`src/shared/rww_pkg.sv`:
```
// Constants, field layout and types for the remote wake block.
// Assumes a 32-bit APB slave port and a single 125 MHz core clock.
package rww_pkg;

   // ****************************************
   // Widths
   // ****************************************
   localparam int ADDR_W      = 8;
   localparam int DATA_W      = 32;
   localparam int PIN_N       = 11;
   localparam int LOW_PIN_N   = 8;
   localparam int HIGH_PIN_N  = 3;
   localparam int MAC_EVT_N   = 5;
   localparam int RECV_N      = 4;
   localparam int SYNC_STAGES = 3;

   // ****************************************
   // Register offsets
   // ****************************************
   localparam logic [ADDR_W-1:0] OFF_MAC_WAKE = 8'h00;
   localparam logic [ADDR_W-1:0] OFF_PMT      = 8'h04;
   localparam logic [ADDR_W-1:0] OFF_PIN_CFG  = 8'h08;
   localparam logic [ADDR_W-1:0] OFF_PIN_WAKE = 8'h0C;
   localparam logic [ADDR_W-1:0] OFF_INTERRUPT_STATUS_REG  = 8'h10;

   // ****************************************
   // Field positions
   // ****************************************
   localparam int MW_EN_LSB    = 0;
   localparam int MW_RECV_LSB  = 5;
   localparam int PMT_ED_BIT   = 0;
   localparam int PMT_LAN_BIT  = 1;
   localparam int PMT_WAKEUP_STATUS_BITS_LSB = 2;
   localparam int PMT_MODE_LSB = 4;
   localparam int PMT_SUSP_BIT = 6;
   localparam int CFG_GATE_LSB = 0;
   localparam int CFG_FUNC_LSB = 8;
   localparam int CFG_DIR_LSB  = 14;
   localparam int WK_EN_LSB    = 0;
   localparam int WK_POL_LSB   = 16;
   localparam int WK_LINK_BIT  = 31;
   localparam int INT_PIN_LSB  = 0;

   // MAC enable order: unicast, magic, wakeup frame, perfect dest, broadcast
   localparam int EVT_UNICAST = 0;
   localparam int EVT_MAGIC   = 1;
   localparam int EVT_FRAME   = 2;
   localparam int EVT_PERFECT = 3;
   localparam int EVT_BCAST   = 4;
   // Received flag order: wakeup frame, magic, perfect dest, broadcast
   localparam int RCV_FRAME   = 0;
   localparam int RCV_MAGIC   = 1;
   localparam int RCV_PERFECT = 2;
   localparam int RCV_BCAST   = 3;
   localparam int WAKEUP_STATUS_BITS_ED     = 0;
   localparam int WAKEUP_STATUS_BITS_LAN    = 1;
   localparam int LINK_PIN    = 7;

   // ****************************************
   // Codes and reset values
   // ****************************************
   localparam logic [1:0] MODE_ZERO  = 2'h0;
   localparam logic [1:0] MODE_ONE   = 2'h1;
   localparam logic [1:0] MODE_TWO   = 2'h2;
   localparam logic [1:0] MODE_THREE = 2'h3;
   localparam logic [1:0] FUNC_GPIO  = 2'h0;
   localparam logic       DIR_INPUT  = 1'h0;
   localparam logic [LOW_PIN_N-1:0] GATE_RST = 8'hFF;
   localparam logic [DATA_W-1:0]    ZERO_WORD = 32'h0000_0000;

   typedef enum logic [0:0] {st_normal, st_suspended} rww_state_t;

endpackage
```
`src/shared/rww_pin_if.sv`:
```
// Pin wake configuration and result bundle between the core and the pin decoder.
// Assumes both ends run on the core clock.
interface rww_pin_if;
   import rww_pkg::*;
   logic [LOW_PIN_N-1:0]    gate;
   logic [2*HIGH_PIN_N-1:0] func;
   logic [HIGH_PIN_N-1:0]   dir;
   logic [PIN_N-1:0]        wake_en;
   logic [PIN_N-1:0]        polarity;
   logic                    link_up_en;
   logic                    link_up;
   logic [PIN_N-1:0]        level;
   logic [PIN_N-1:0]        hit;

   modport ctrl (output gate, func, dir, wake_en, polarity, link_up_en, link_up, level,
                 input hit);
   modport wake (input gate, func, dir, wake_en, polarity, link_up_en, link_up, level,
                 output hit);
endinterface

```
`src/rtl/rww_core.sv`:
```
// Remote wake logic: APB registers, wake status, suspend state, remote_wake.
// Assumes MAC and PHY indications come from logic on sys_clk; pins are async.
module rww_core
   import rww_pkg::*;
(
   // Clock and reset
   input  wire logic              sys_clk,
   input  wire logic              reset,
   // APB slave
   input  wire logic              psel,
   input  wire logic              penable,
   input  wire logic              pwrite,
   input  wire logic [ADDR_W-1:0] paddr,
   input  wire logic [DATA_W-1:0] pwdata,
   output logic      [DATA_W-1:0] prdata,
   output logic                   pready,
   output logic                   pslverr,
   // MAC wake detections
   input  wire logic              mac_unicast_hit,
   input  wire logic              mac_magic_hit,
   input  wire logic              mac_frame_hit,
   input  wire logic              mac_perfect_hit,
   input  wire logic              mac_broadcast_hit,
   input  wire logic              mac_good_frame,
   // PHY indications
   input  wire logic              phy_interrupt,
   input  wire logic              phy_link_up,
   // General-purpose pins
   input  wire logic [PIN_N-1:0]  gpio_pin,
   // USB device side
   input  wire logic              usb_suspend,
   input  wire logic              usb_resume,
   output logic                   remote_wake,
   output logic                   wake_interrupt,
   output logic                   suspended
);

   // ****************************************
   // Registers and state
   // ****************************************
   logic [MAC_EVT_N-1:0]    mac_wake_enable;
   logic [RECV_N-1:0]       received;
   logic                    energy_detect_enable;
   logic                    lan_wake_enable;
   logic [1:0]              wakeup_status_bits;
   logic [1:0]              suspend_mode;
   logic [LOW_PIN_N-1:0]    pin_wake_gate;
   logic [2*HIGH_PIN_N-1:0] pin_function_select;
   logic [HIGH_PIN_N-1:0]   pin_direction;
   logic [PIN_N-1:0]        pin_wake_enable;
   logic [PIN_N-1:0]        pin_wake_polarity;
   logic                    link_up_wake_enable;
   logic [PIN_N-1:0]        pin_interrupt_status;
   rww_state_t              state;
   rww_state_t              next_state;

   // ****************************************
   // Bus decode
   // ****************************************
   logic             setup_phase;
   logic             access_phase;
   logic             wr_en;
   logic             hit_mac;
   logic             hit_pmt;
   logic             hit_cfg;
   logic             hit_wake;
   logic             hit_int;
   logic             mapped;
   logic [DATA_W-1:0] next_prdata;

   assign setup_phase  = psel & ~penable;
   assign access_phase = psel & penable;
   assign hit_mac  = (paddr == OFF_MAC_WAKE);
   assign hit_pmt  = (paddr == OFF_PMT);
   assign hit_cfg  = (paddr == OFF_PIN_CFG);
   assign hit_wake = (paddr == OFF_PIN_WAKE);
   assign hit_int  = (paddr == OFF_INTERRUPT_STATUS_REG);
   assign mapped   = hit_mac | hit_pmt | hit_cfg | hit_wake | hit_int;
   assign wr_en    = access_phase & pwrite & mapped;

   // Read data is captured in the setup cycle, so zero wait states still give
   // a flopped prdata.
   assign pready  = 1'b1;
   assign pslverr = access_phase & ~mapped;

   always_comb
   begin
      next_prdata = ZERO_WORD;
      if (hit_mac)
      begin
         next_prdata[MW_EN_LSB +: MAC_EVT_N] = mac_wake_enable;
         next_prdata[MW_RECV_LSB +: RECV_N]  = received;
      end
      else if (hit_pmt)
      begin
         next_prdata[PMT_ED_BIT]          = energy_detect_enable;
         next_prdata[PMT_LAN_BIT]         = lan_wake_enable;
         next_prdata[PMT_WAKEUP_STATUS_BITS_LSB +: 2]   = wakeup_status_bits;
         next_prdata[PMT_MODE_LSB +: 2]   = suspend_mode;
         next_prdata[PMT_SUSP_BIT]        = (state == st_suspended);
      end
      else if (hit_cfg)
      begin
         next_prdata[CFG_GATE_LSB +: LOW_PIN_N]    = pin_wake_gate;
         next_prdata[CFG_FUNC_LSB +: 2*HIGH_PIN_N] = pin_function_select;
         next_prdata[CFG_DIR_LSB +: HIGH_PIN_N]    = pin_direction;
      end
      else if (hit_wake)
      begin
         next_prdata[WK_EN_LSB +: PIN_N]  = pin_wake_enable;
         next_prdata[WK_POL_LSB +: PIN_N] = pin_wake_polarity;
         next_prdata[WK_LINK_BIT]         = link_up_wake_enable;
      end
      else if (hit_int)
      begin
         next_prdata[INT_PIN_LSB +: PIN_N] = pin_interrupt_status;
      end
   end

   always_ff @(posedge sys_clk)
   begin
      if (reset)
         prdata <= ZERO_WORD;
      else if (setup_phase)
         prdata <= next_prdata;
   end

   // ****************************************
   // Configuration registers
   // ****************************************
   always_ff @(posedge sys_clk)
   begin
      if (reset)
      begin
         mac_wake_enable      <= '0;
         energy_detect_enable <= 1'b0;
         lan_wake_enable      <= 1'b0;
         suspend_mode         <= MODE_ZERO;
      end
      else
      begin
         if (wr_en && hit_mac)
            mac_wake_enable <= pwdata[MW_EN_LSB +: MAC_EVT_N];
         if (wr_en && hit_pmt)
         begin
            energy_detect_enable <= pwdata[PMT_ED_BIT];
            lan_wake_enable      <= pwdata[PMT_LAN_BIT];
            suspend_mode         <= pwdata[PMT_MODE_LSB +: 2];
         end
      end
   end

   always_ff @(posedge sys_clk)
   begin
      if (reset)
      begin
         pin_wake_gate       <= GATE_RST;
         pin_function_select <= '0;
         pin_direction       <= '0;
         pin_wake_enable     <= '0;
         pin_wake_polarity   <= '0;
         link_up_wake_enable <= 1'b0;
      end
      else
      begin
         if (wr_en && hit_cfg)
         begin
            pin_wake_gate       <= pwdata[CFG_GATE_LSB +: LOW_PIN_N];
            pin_function_select <= pwdata[CFG_FUNC_LSB +: 2*HIGH_PIN_N];
            pin_direction       <= pwdata[CFG_DIR_LSB +: HIGH_PIN_N];
         end
         if (wr_en && hit_wake)
         begin
            pin_wake_enable     <= pwdata[WK_EN_LSB +: PIN_N];
            pin_wake_polarity   <= pwdata[WK_POL_LSB +: PIN_N];
            link_up_wake_enable <= pwdata[WK_LINK_BIT];
         end
      end
   end

   // ****************************************
   // MAC and PHY wake events
   // ****************************************
   logic [MAC_EVT_N-1:0] mac_hits;
   logic                 mac_composite;
   logic                 any_mac_enable;
   logic                 good_frame_evt;
   logic                 lan_evt;
   logic                 energy_evt;
   logic [RECV_N-1:0]    recv_set;
   logic [RECV_N-1:0]    recv_clr;
   logic [1:0]           wakeup_status_bits_set;
   logic [1:0]           wakeup_status_bits_clr;

   assign mac_hits[EVT_UNICAST] = mac_unicast_hit;
   assign mac_hits[EVT_MAGIC]   = mac_magic_hit;
   assign mac_hits[EVT_FRAME]   = mac_frame_hit;
   assign mac_hits[EVT_PERFECT] = mac_perfect_hit;
   assign mac_hits[EVT_BCAST]   = mac_broadcast_hit;

   assign mac_composite  = |(mac_hits & mac_wake_enable);
   assign any_mac_enable = |mac_wake_enable;
   // Good frames only count when every MAC event is disabled
   assign good_frame_evt = mac_good_frame & ~any_mac_enable;
   assign lan_evt        = (mac_composite & lan_wake_enable) | good_frame_evt;
   // PHY raises phy_interrupt on line activity while in energy power-down
   assign energy_evt     = phy_interrupt & energy_detect_enable;

   assign recv_set[RCV_FRAME]   = mac_frame_hit & mac_wake_enable[EVT_FRAME];
   assign recv_set[RCV_MAGIC]   = mac_magic_hit & mac_wake_enable[EVT_MAGIC];
   assign recv_set[RCV_PERFECT] = mac_perfect_hit & mac_wake_enable[EVT_PERFECT];
   assign recv_set[RCV_BCAST]   = mac_broadcast_hit & mac_wake_enable[EVT_BCAST];
   assign recv_clr = (wr_en && hit_mac) ? pwdata[MW_RECV_LSB +: RECV_N] : '0;

   // Write-one-to-clear, refused while the source is still asserted
   assign wakeup_status_bits_set[WAKEUP_STATUS_BITS_LAN] = lan_evt;
   assign wakeup_status_bits_set[WAKEUP_STATUS_BITS_ED]  = energy_evt;
   assign wakeup_status_bits_clr[WAKEUP_STATUS_BITS_LAN] = wr_en && hit_pmt && pwdata[PMT_WAKEUP_STATUS_BITS_LSB + WAKEUP_STATUS_BITS_LAN]
                               && !mac_composite;
   assign wakeup_status_bits_clr[WAKEUP_STATUS_BITS_ED]  = wr_en && hit_pmt && pwdata[PMT_WAKEUP_STATUS_BITS_LSB + WAKEUP_STATUS_BITS_ED]
                               && !phy_interrupt;

   // Set wins over a clear in the same cycle
   always_ff @(posedge sys_clk)
   begin
      if (reset)
         wakeup_status_bits <= '0;
      else
         wakeup_status_bits <= (wakeup_status_bits & ~wakeup_status_bits_clr) | wakeup_status_bits_set;
   end

   always_ff @(posedge sys_clk)
   begin
      if (reset)
         received <= '0;
      else
         received <= (received & ~recv_clr) | recv_set;
   end

   always_ff @(posedge sys_clk)
   begin
      if (reset)
         wake_interrupt <= 1'b0;
      else
         wake_interrupt <= lan_evt | energy_evt;
   end

   // ****************************************
   // Pin wake
   // ****************************************
   logic [PIN_N-1:0] pin_level;
   logic [PIN_N-1:0] pin_clr;

   rww_pin_if pin_bus ();

   rww_pin_sync #(
      .W (PIN_N)
   ) u_sync (
      .sys_clk   (sys_clk),
      .reset     (reset),
      .pin_raw   (gpio_pin),
      .pin_level (pin_level)
   );

   assign pin_bus.gate       = pin_wake_gate;
   assign pin_bus.func       = pin_function_select;
   assign pin_bus.dir        = pin_direction;
   assign pin_bus.wake_en    = pin_wake_enable;
   assign pin_bus.polarity   = pin_wake_polarity;
   assign pin_bus.link_up_en = link_up_wake_enable;
   assign pin_bus.link_up    = phy_link_up;
   assign pin_bus.level      = pin_level;

   rww_pin_wake u_pin_wake (
      .pins (pin_bus.wake)
   );

   assign pin_clr = (wr_en && hit_int) ? pwdata[INT_PIN_LSB +: PIN_N] : '0;

   // A level that stays active keeps its status set, so it cannot be cleared
   always_ff @(posedge sys_clk)
   begin
      if (reset)
         pin_interrupt_status <= '0;
      else
         pin_interrupt_status <= (pin_interrupt_status & ~pin_clr) | pin_bus.hit;
   end

   // ****************************************
   // Suspend state and remote wake
   // ****************************************
   logic             mode_zero;
   logic             mode_one;
   logic             mode_three;
   logic [PIN_N-1:0] plain_pin_mask;
   logic             lan_req;
   logic             good_req;
   logic             energy_req;
   logic             pin_req;
   logic             link_req;
   logic             wake_req;

   assign mode_zero  = (suspend_mode == MODE_ZERO);
   assign mode_one   = (suspend_mode == MODE_ONE);
   assign mode_three = (suspend_mode == MODE_THREE);

   // A status bit left set wakes at once, which is why the host clears it first
   assign lan_req    = mode_zero & wakeup_status_bits[WAKEUP_STATUS_BITS_LAN]
                       & lan_wake_enable & any_mac_enable;
   assign good_req   = mode_three & wakeup_status_bits[WAKEUP_STATUS_BITS_LAN]
                       & ~any_mac_enable;
   assign energy_req = mode_one & wakeup_status_bits[WAKEUP_STATUS_BITS_ED]
                       & energy_detect_enable;

   // Pin 7 in link-up use only wakes from states zero and three
   always_comb
   begin
      plain_pin_mask = '1;
      plain_pin_mask[LINK_PIN] = ~link_up_wake_enable;
   end
   assign pin_req  = |(pin_interrupt_status & plain_pin_mask);
   assign link_req = pin_interrupt_status[LINK_PIN] & link_up_wake_enable
                     & (mode_zero | mode_three);
   assign wake_req = lan_req | good_req | energy_req | pin_req | link_req;

   always_comb
   begin
      next_state = state;
      unique case (state)
         st_normal:
         begin
            if (usb_suspend)
               next_state = st_suspended;
         end
         st_suspended:
         begin
            if (wake_req || usb_resume)
               next_state = st_normal;
         end
      endcase
   end

   always_ff @(posedge sys_clk)
   begin
      if (reset)
         state <= st_normal;
      else
         state <= next_state;
   end

   // Normal state never signals, whatever the status bits hold
   always_ff @(posedge sys_clk)
   begin
      if (reset)
         remote_wake <= 1'b0;
      else
         remote_wake <= (state == st_suspended) && wake_req;
   end

   assign suspended = (state == st_suspended);

endmodule

```
`src/rtl/rww_pin_sync.sv`:
```
// Three-stage synchroniser for asynchronous pin levels.
// Assumes pins are quasi-static; a change counts once stages two and three agree.
module rww_pin_sync
   import rww_pkg::*;
#(
   parameter int W = PIN_N
)
(
   // Clock and reset
   input  wire logic         sys_clk,
   input  wire logic         reset,
   // Pins and clean levels
   input  wire logic [W-1:0] pin_raw,
   output logic      [W-1:0] pin_level
);

   logic [W-1:0] stage1;
   logic [W-1:0] stage2;
   logic [W-1:0] stage3;

   always_ff @(posedge sys_clk)
   begin
      if (reset)
      begin
         stage1 <= '0;
         stage2 <= '0;
         stage3 <= '0;
      end
      else
      begin
         stage1 <= pin_raw;
         stage2 <= stage1;
         stage3 <= stage2;
      end
   end

   // Holds while the two late stages disagree
   always_ff @(posedge sys_clk)
   begin
      if (reset)
         pin_level <= '0;
      else
         pin_level <= (stage2 & stage3) | (pin_level & (stage2 ^ stage3));
   end

endmodule

```
`src/rtl/rww_pin_wake.sv`:
```
// Per-pin wake qualification for the eleven general-purpose pins.
// Assumes levels are already synchronised to the core clock.
module rww_pin_wake
   import rww_pkg::*;
(
   // Configuration and result
   rww_pin_if.wake pins
);

   genvar i;
   generate
      for (i = 0; i < PIN_N; i = i + 1)
      begin : g_pin
         logic enabled;
         logic active;
         if (i < LOW_PIN_N)
         begin : g_low
            assign enabled = ~pins.gate[i];
         end
         else
         begin : g_high
            assign enabled = (pins.func[2*(i-LOW_PIN_N) +: 2] == FUNC_GPIO) &&
                             (pins.dir[i-LOW_PIN_N] == DIR_INPUT);
         end
         if (i == LINK_PIN)
         begin : g_link
            // Link-up use ignores the pin and its polarity
            assign active = pins.link_up_en ? pins.link_up
                                            : (pins.level[i] ~^ pins.polarity[i]);
         end
         else
         begin : g_plain
            assign active = pins.level[i] ~^ pins.polarity[i];
         end
         assign pins.hit[i] = enabled & pins.wake_en[i] & active;
      end
   endgenerate

endmodule

```
`config.mk`:
```
export PLATFORM = sky130hd
export DESIGN_NAME = rww_core
export DESIGN_NICKNAME = d
export VERILOG_FILES = /design/src/shared/rww_pkg.sv /design/src/shared/rww_pin_if.sv /design/src/rtl/rww_core.sv /design/src/rtl/rww_pin_sync.sv /design/src/rtl/rww_pin_wake.sv
export SDC_FILE = /design/constraint.sdc
export NUM_CORES = 1
export LEC_CHECK = 0
export BUFFER_PORTS_ARGS = -buffer_cell sky130_fd_sc_hd__buf_2
export CORE_UTILIZATION = 30
export CTS_CLUSTER_DIAMETER = 40
export CTS_CLUSTER_SIZE = 24
export DETAILED_ROUTE_END_ITERATION = 6
export PLACE_DENSITY = 0.53
export SYNTH_ARGS = -nofsm -noshare
export SYNTH_HDL_FRONTEND = slang
export SYNTH_SLANG_ARGS = --single-unit
```
`constraint.sdc`:
```
create_clock -name sys_clk -period 2.4 [get_ports sys_clk]
set_input_delay 0.12 -clock sys_clk [delete_from_list [all_inputs] [get_ports sys_clk]]
set_output_delay 0.12 -clock sys_clk [all_outputs]
set_load 0.03 [all_outputs]
```
# After elaboration in Yosys (flattened, before gate mapping)
# Index checks and enable logic that the tools add are counted.
# Widths: inputs -> output; s select.
# op_classes
bitwise	96
n_eq_ne	6
n_mux	21
reduce_logical	24
# ops
operator	count
$mux 11	5
$and 11x11->11	4
$and 1x1->1	43
$or 11x11->11	2
$mux 20	1
$mux 18	1
$eq 8x4->1 const B	2
$not 1->1	16
$logic_and 1x1->1	13
$not 11->11	1
$or 1x1->1	11
$reduce_or 11->1	1
$xnor 1x1->1	11
$xor 11x11->11	1
$mux 10	1
$reduce_or 5->1	2
$mux 9	1
$eq 8x3->1 const B	1
$eq 8x5->1 const B	1
$logic_not 2->1	4
$logic_not 8->1	1
$mux 1	8
$mux 7	1
$and 5x5->5	1
13 further kinds	14
# totals
output_inout_bits	37
in_bits	66
wordCells	168
ff_bits	141

# Depth between registers and ports, before layout
# Gate-level depths: netlist of the first run.
# logic_depth
word_depth	12
mapped_depth	7
ltp_nobuf	6

# By module
# From an unflattened synthesis of the first run, not the netlist that was laid out.
# unflattened
cells_unflattened	695
area_unflattened_um2	6167.2
# by_module_without_submodules
mod	n_inst	cells_each	seq_area_each_um2	area_per_inst_um2
rww_core	1	554	1941.9	4575.6
rww_pin_sync	1	114	880.8	1376.3
rww_pin_wake	1	27	0.0	215.2

# Least setup slack after synthesis of the first run
# Ideal clock, no wire load.
# synth_timing
kind	input -> register
startpoint	in paddr[6]
endpoint	reg received[0]
path_slack_ps	400
t_required_ps	2248
n_path_buf	2
t_arrival_ps	1848
stages	6
setup_time_ps	152
cell_sequence	or4_4 > buf_6 > or3_1 > buf_2 > nor4_4 > a311oi_1
# synth_via
elab_chain_cells	11
word_cells_on_any_way	15
cone_classes	4 x eq/ne; 1 x mux; 8 x bitwise; 2 x reduce/logical
# synth_lines
element	line_no	text
start: declaration	rww_core.sv:13	input wire logic [ADDR_W-1:0] paddr,
$eq 8x3->1 or $logic_not 8->1 (tied branches)	rww_core.sv:74, rww_core.sv:73	
$or 1x1->1 (4 in a row)	rww_core.sv:78	assign mapped = hit_mac | hit_pmt | hit_cfg | hit_wake | hit_int;
$and 1x1->1	rww_core.sv:79	assign wr_en = access_phase & pwrite & mapped;
$logic_and 1x1->1 (*)	rww_core.sv:213	assign recv_clr = (wr_en && hit_mac) ? pwdata[MW_RECV_LSB +: RECV_N] : '0;
$mux 4 (*)	rww_core.sv:213	
$not 4->4 (*)	rww_core.sv:237	received <= (received & ~recv_clr) | recv_set;
$and 4x4->4 (*)	rww_core.sv:237	
$or 4x4->4 (*)	rww_core.sv:237	
end signal: assignment	rww_core.sv:237	
end: declaration	rww_core.sv:42	logic [RECV_N-1:0] received;
# Mark *: on every way between the ends. The rest lies on a longest branch, timed or not.
# A chain may end at the register's enable or synchronous reset.

# Worst setup path in the final report of the first run
# layout_timing
startpoint	reg mac_wake_enable[1]
endpoint	reg state, in the netlist suspended
# layout_via
elab_chain_cells	10
word_cells_on_any_way	11
cone_classes	2 x mux; 7 x bitwise; 2 x reduce/logical
# layout_lines
element	line_no	text
start: declaration	rww_core.sv:41	logic [MAC_EVT_N-1:0] mac_wake_enable;
start signal: assignment	rww_core.sv:143	mac_wake_enable <= pwdata[MW_EN_LSB +: MAC_EVT_N];
$reduce_or 5->1 (*)	rww_core.sv:202	assign any_mac_enable = |mac_wake_enable;
$not 1->1	rww_core.sv:311	& ~any_mac_enable;
$and 1x1->1	rww_core.sv:311	
$or 1x1->1 (*) (4 in a row)	rww_core.sv:324	assign wake_req = lan_req | good_req | energy_req | pin_req | link_req;
$logic_or 1x1->1 (*)	rww_core.sv:337	if (wake_req || usb_resume)
$mux 1 (*)	rww_core.sv:337	
$pmux 1 s2 (*)	rww_core.sv:329	unique case (state)
end signal: assignment	rww_core.sv:346	state <= st_normal;
end signal: assignment	rww_core.sv:348	state <= next_state;
end: declaration	rww_core.sv:54	rww_state_t state;
# Marks and branches as above.

==> results.md, run 1 <==
- Of all nets on the critical path, the largest fanout is 5.
- The worst path uses approximately 96% of the clock period.
- Summing over every cut layer, the via total after detailed routing is around 4,500.
- Counting along the longest clock path gives a buffer depth of 2.
- The clock latency on the worst-skew pair is between 400 and 500 ps.
- The library cells used most frequently in the layout, excluding fill and tap cells, are dfxtp_1 (141), buf_2 (92), nor2_1 (73).
- In this run, the number of DRC markers left after iteration 0 of detailed routing was 258.
- The cell depth of the worst flop-to-flop path is 5.
- Timing would allow up to between 400 and 500 MHz.
- The data arrival at the endpoint of the critical path is roughly 2600 ps.
- Summed over its instances, the top area cell type makes up approximately half of the synthesized netlist area.
- The detailed placement HPWL is about 10 mm.
- The count of final max-slew check failures is 0.
- STA classifies the critical path endpoint as a register.
- The signed area change from the synthesized netlist to the final layout is 30.2%.
- The number of enable-type register cells in the synthesized netlist is 0.
- The clock share of power is 49.5%.
- The die boundary height is 139 um.
- Net switching is ~22% of the power.
- Post-CTS timing repair inserted 0 buffers for setup.
- The critical path goes through or4_1 > nor2_1 > mux2i_1 > o32ai_1 > dlygate4sd3_1.
- The combined area of all synthesized cells is roughly 5600 sq um.
- The average cell area after synthesis is 9.74 sq um.
- For the finished layout, the period the worst path requires is 2300 ps.
- The die is about 140 um wide.
- The count of standard-cell rows is 49.
- The actual transition at the worst max-transition pin is approximately 710 ps.
- For this run, the leading register cell type out of synthesis is dfxtp_1.
- CTS built an H-tree with a depth of 4.
- The kind of path behind the tightest hold check is in -> reg.
- The overall routing resource usage is between 15 and 20%.
- The global-route wire length before repair is between 20 and 25 mm.
- In the post-synthesis netlist, the biggest area contributors are dfxtp_1 (50%), mux2i_1 (8.0%), nor2_1 (4.9%).
- The worst setup path is of the reg -> reg kind.
- Once the floorplan was initialized, standard cells occupied between 30% and 40% of the core.
- The run finished, with violations left.
- The share of total power dissipated in sequential elements is around 45%.
- Measured against its own limit, the worst slew margin works out to 52.8%.
- Leaving out fill and tap cells, the most frequent cell in the layout is dfxtp_1.
- The via count of the first global-routing pass came to roughly 4,500.
- The cell at the root of the clock tree is clkbuf_16.
- The number of instances resized during post-cts repair is 0.
- The reported leakage power is 2.90 nW.
- The CTS tree is yes.
- The final wirelength is ~14 mm.
- Dividing the detail-routed via count by the number of cells gives 4.79.
- The worst hold path stage count is 3.
- For this run, asynchronously set or reset flops after synthesis account for 0%.
- In the final timing run, aggregate negative setup slack is 0 ps.
- Setup violations remaining at the end of the flow were counted as 0.
- VDD sags by at most 0.497 mV.
- The number of standard cells after synthesis is 577.
- For the worst setup path, the data required time is around 2700 ps.
- For this design the ratio of total power to cell area is around 730 nW/um^2.
- The floorplan step defined a die boundary enclosing approximately 19,000 sq um.
- The clock-pin slew of the registers on the worst-case setup and hold paths is 60 ps.
- Routability-driven placement finished with a final weighted congestion of between 0.8 and 0.9.
- The biggest area contributor in the post-synthesis netlist is dfxtp_1.
- During placement, the flow inserted port buffers numbering 93.
- The total overflow left after global routing is 0.
- The final layout net count is 783.
- The largest individual stage delay along the critical path comes from the cell dlygate4sd3_1.
- Pin placement for this block handled roughly 100 I/O pins.
- The detail route stage leaves a number of antenna-violating nets equal to 0.
- The internal portion of total power is 4.21 mW.
- The number of synthesized register bits is 141.
- The number of hold-slack violations in the final timing report is 0.
- The netlist uses between 40 and 50 different library cells.
- The part of the Yosys area used for sequential elements is about half.
- The element type at the critical path start is a register.
- After detailed routing, the number of remaining DRC violations is 10.
- The number of iterations in the first detailed-routing pass is 7.
- The number of sinks driven by the clock tree is about 140.
- Across the run, the number of max-cap violations was 0.
- The final reports fail on design-rule violations.
- The initial antenna violation count is 0.
- The antenna diode instance count is 0.
- The largest single stage delay on the critical path is 590 ps.
- The maximum number of pins on one net before global-route repair is 64.
- Buffers inserted during clock tree synthesis total 17.
- Of the total power, combinational logic draws under 10%.
- The worst clock skew is 15.3 ps.
- The total net switching power is about 1.2 mW.
- The Yosys warning count is 0.
- The final hold slack is about 12 ps.
- The placeable core region is between 15,000 and 20,000 sq um.
- Setup repair after global routing left no endpoint under its margin.
- The share of cells above drive strength 1 is between 20% and 30%.
- The routed length per instance is 15.3 um.
critical path: cells and delay by family (launching register included):
kind	cells	cell delay [ps]
AOI/OAI and AO/OA	1	140
buffers and inverters	1	590
DFF	1	370
muxes	1	380
and+or+nand+nor	2	720
power by group through the flow:
stage / clock network, mW / logic [mW] / registers [mW]
after floorplan: 0 / 0.149 / 2.46
after global placement: 0 / 0.274 / 2.44
after detailed placement: 0 / 0.277 / 2.44
after CTS: 2.72 / 0.324 / 2.39
after global routing: 2.83 / 0.354 / 2.39
final: 2.65 / 0.323 / 2.39
Yosys cell counts (all sizes together) (9+ instances only):
master / instances
buf: 13
o21ai: 18
xnor2: 10
clkbuf: 28
a21oi: 36
mux2i: 45
a22oi: 21
dfxtp: 141
nor2b: 36
ha: 14
nor2: 73
nand3b: 9
nand2: 35
nand3: 12
nor3: 11
inv: 15
flip-flops by register name, indices dropped and copies added, names as in the netlist, 2 cells and up:
| name | flops |
|---|---|
| pin_bus.wake_en | 11 |
| u_sync.stage3 | 11 |
| u_sync.stage1 | 11 |
| u_sync.stage2 | 11 |
| pin_bus.polarity | 11 |
| prdata | 28 |
| suspend_mode | 2 |
| wakeup_status_bits | 2 |
| received | 4 |
| pin_bus.dir | 3 |
| mac_wake_enable | 5 |
| pin_bus.gate | 8 |
| u_sync.pin_level | 11 |
| pin_bus.func | 6 |
| pin_interrupt_status | 11 |
metal layers:
layer	GRT usage (%)	vias to the layer above	routed length, um
met4	4.33	0	127
met1	20.9	2133	7220
met3	4.52	8	752
met5	0	-	0
li1	-	2263	-
met2	24.4	115	6360
stage by stage:
stage	power [mW]	utilization [%]	std cells	cell area [sq um]	setup WS (ps)
2_1_floorplan	2.61	-	580	5630	400
4_1_cts	5.43	40.2	943	7300	152
5_1_grt	5.58	40.3	944	7310	30.1
6_report	5.37	40.3	944	7310	98.0
3_5_place_dp	2.72	34.8	874	6320	298
3_3_place_gp	2.71	34.8	874	6320	326
logic make-up (layout without fill, tap and decap cells):
family | Yosys count | count (layout) | synth area share (%)
compound gates | 101 | 101 | 11.5
xor+xnor | 11 | 11 | 1.71
buf+inv | 56 | 191 | 4.41
mux | 52 | 52 | 10.8
fa+ha+maj | 14 | 14 | 3.12
simple gates | 200 | 200 | 18.0
flops | 141 | 141 | 50.2
other cells | 2 | 5 | 0.134
what timing repair did:
| item | CTS | global route |
|---|---|---|
| hold buffers | 38 | 1 |
| endpoints found under the setup margin | 0 | 0 |
| hold endpoints to repair | 41 | 1 |
cell type report:
| type | instances | area (sq um) |
|---|---|---|
| Sequential cell | 141 | 2820 |
| Clock inverter | 9 | 134 |
| Clock buffer | 22 | 464 |
| Multi-Input combinational cell | 383 | 2580 |
| Tap cell | 229 | 287 |
| Fill cell | 1818 | 10800 |
| Inverter | 15 | 56.3 |
| Timing Repair Buffer | 145 | 968 |
final timing paths:
kind,slack (ps),from,endpoint
worst max-delay path,100,mac_wake_enable[1],suspended
worst min-delay path,10,pwdata[1],mac_wake_enable[1]
worst max register to register,100,mac_wake_enable[1],suspended
worst min register to register,430,u_sync.stage1[2],u_sync.stage2[2]
Power figures use the tool's default switching activity.
==> run 2: changes to the inputs <==
==> constraint.sdc (replaced) <==
create_clock -name sys_clk -period 2.3 [get_ports sys_clk]
set_input_delay 0.115 -clock sys_clk [delete_from_list [all_inputs] [get_ports sys_clk]]
set_output_delay 0.115 -clock sys_clk [all_outputs]
set_load 0.03 [all_outputs]
==> results.md, run 2 (same netlist as run 1, synthesis figures left out) <==
- The flow ran to the end, but the final reports show violations.
- The checks that failed: design-rule violations.
- The total number of H-tree levels is 4.
- On the final layout, the worst hold slack is roughly 18 ps.
- The actual transition at the worst max-transition pin is between 700 and 800 ps.
- The number of flip-flops under the largest register name is 28.
- The die is 139 um wide.
- The DRC violation count after routing is 8.
- The number of vias per cell is about 4.8.
- The worst-case vdd ir drop is slightly below 0.6 mV.
- Counting every sink on the clock net gives roughly 140.
- Clock tree synthesis inserted a total of 17 buffers.
- The initial utilization of the core area, before any placement, comes to 31.0%.
- The worst setup path is of the reg -> reg kind.
- The placed instance count is between 800 and 900.
- The register containing the most flip-flops in the final layout is prdata.
- For this run, the share of the core covered by cells in the final layout is 40.5%.
- The via count of the first global-routing pass is around 4,400.
- Dividing the detail-routed wire length by the instance count gives approximately 16 um.
- The max-slew headroom at the worst pin is between 50% and 60%.
- Clock-pin slew was measured on the worst setup and hold paths at about 60 ps.
- The cell with the biggest individual delay on the critical path is or4_1.
- The number of buffers inserted to repair setup after CTS is 0.
- Data arrives at the worst endpoint at approximately 2500 ps.
- Counting along the longest clock path gives a buffer depth of 2.
- The number of iterations in the first detailed-routing pass is 7.
- The net count of the finished layout is between 700 and 800.
- Setup repair after global routing left no endpoint under its margin.
- The number of hold-slack violations in the final timing report is 0.
- The reported leakage power is 2.92 nW.
- The antenna diode instance count is 0.
- The final route contains 4,553 vias.
- TritonCTS built the clock tree.
- The count of final max-slew check failures was 0.
- The initial antenna violation count came to 0.
- Of the cells placed in the final design, the portion with a size suffix greater than 1 is between 20% and 30%.
- The total negative slack for setup checks is 0 ps.
- The most common library cell in the layout ignoring fill and taps is dfxtp_1.
- The achievable clock frequency is roughly 450 MHz.
- Leaving out fill and tap cells, the most frequent cells in the layout are dfxtp_1 (140), buf_2 (92), nor2_1 (72).
- The count of routing violations after the opening detailed-route iteration is approximately 290.
- The capturing element type of the critical path is a register.
- Setup violations remaining at the end of the flow were counted as 0.
- The number of violations of the max-capacitance limit is 0.
- The ratio of total power to cell area is about 740 nW/um^2.
- The count of standard-cell rows is about 50.
- At the placement stage, the worst setup path has a slack of 193 ps.
- The slack of the critical path is 67.9 ps.
- For the final database, setup skew stands at about 7 ps.
- The total congestion overflow is 0.
- The largest stage delay on the critical path is 600 ps.
- The filler cell count is 1,812.
- The clock latency on the worst-skew pair is ~420 ps.
- During I/O placement, the number of pins put on the boundary was 103.
- The final cycle utilization of the critical path is roughly 97%.
- Across every metal layer, demand over resource in global routing totals 16.1%.
- The placeable core region is approximately 18,000 sq um.
- The quantity of I/O buffers inserted on ports is 93.
- The floorplan die area is a little under 20,000 sq um.
- The cell depth of the worst flop-to-flop path is 5.
- From synthesis to final layout, the design area changed by 31.0%.
- The weighted congestion reported at the end of routability-driven placement is around 0.84.
- The final cell count without fillers is approximately 950.
- The maximum net fanout on the critical path is 5.
- The remaining number of nets flagged by the antenna check after routing is 0.
- Measured along the y axis, the die boundary spans about 140 um.
- The time the final worst path needs with I/O delays and setup is ~2200 ps.
- For the worst setup path, the data required time is 2600 ps.
- The worst hold path stage count is 3.
- The detailed placement HPWL is 10.4 mm.
- The maximum number of pins on one net before global-route repair is 126.
- The element type at the critical path start is a register.
- The global-route wire length before repair is ~24 mm.
- The routed design has about 15 mm of wire.
- The cell at the root of the clock tree is clkbuf_16.
- The kind of path behind the tightest hold check is in -> reg.
- Traced cell by cell, the critical path runs through or4_1 > nor2_4 > mux2i_4 > o32ai_2 > dlygate4sd3_1.
## run 2: cell type report
class                           count  area [sq um]  area share [%]
Inverter                           15          56.3           0.765
Tap cell                          229           287            3.89
Clock inverter                      9          85.1            1.16
Timing Repair Buffer              149          1020            13.8
Clock buffer                       23           478            6.50
Sequential cell                   141          2820            38.4
Multi-Input combinational cell    383          2610            35.5
## run 2: worst max-delay path, delay by kind of cell, from the launching register on
family	cells	cell delay, ps
simple gates	2	750
buf+inv	1	580
flops	1	370
mux	1	290
compound gates	1	120
## run 2: report_power, final
group / total [mW] / leakage, nW / switching [mW] / internal, mW
Sequential: 2.49 / 1.14 / 0.0146 / 2.48
Clock: 2.60 / 0.282 / 1.03 / 1.58
Combinational: 0.350 / 1.49 / 0.196 / 0.154
## run 2: timing repair
action	CTS	global route
setup endpoints to repair	0	2
hold endpoints to repair	47	0
resized for setup	0	7
hold buffers	41	0
## run 2: path summary, 6_finish.rpt
kind / start / endpoint / slack (ps)
worst max-delay path: mac_wake_enable[1] / suspended / 70
worst min-delay path: pwdata[4] / mac_wake_enable[4] / 20
worst max register to register: mac_wake_enable[1] / suspended / 70
worst min register to register: u_sync.stage1[6] / u_sync.stage2[6] / 440
## run 2: stage by stage
stage	power (mW)	area [sq um]
global placement	2.84	6350
finish	5.45	7360
floorplan	2.72	5630
CTS	5.51	7320
detailed placement	2.84	6350
global route	5.66	7360
## run 2: metal layers
metal / routed length [um] / track usage, % / up-vias
li1: - / - / 2265
met1: 7280 / 21.7 / 2145
met2: 6700 / 24.7 / 131
met3: 822 / 4.28 / 12
met4: 178 / 5.50 / 0
met5: 0 / 0 / -
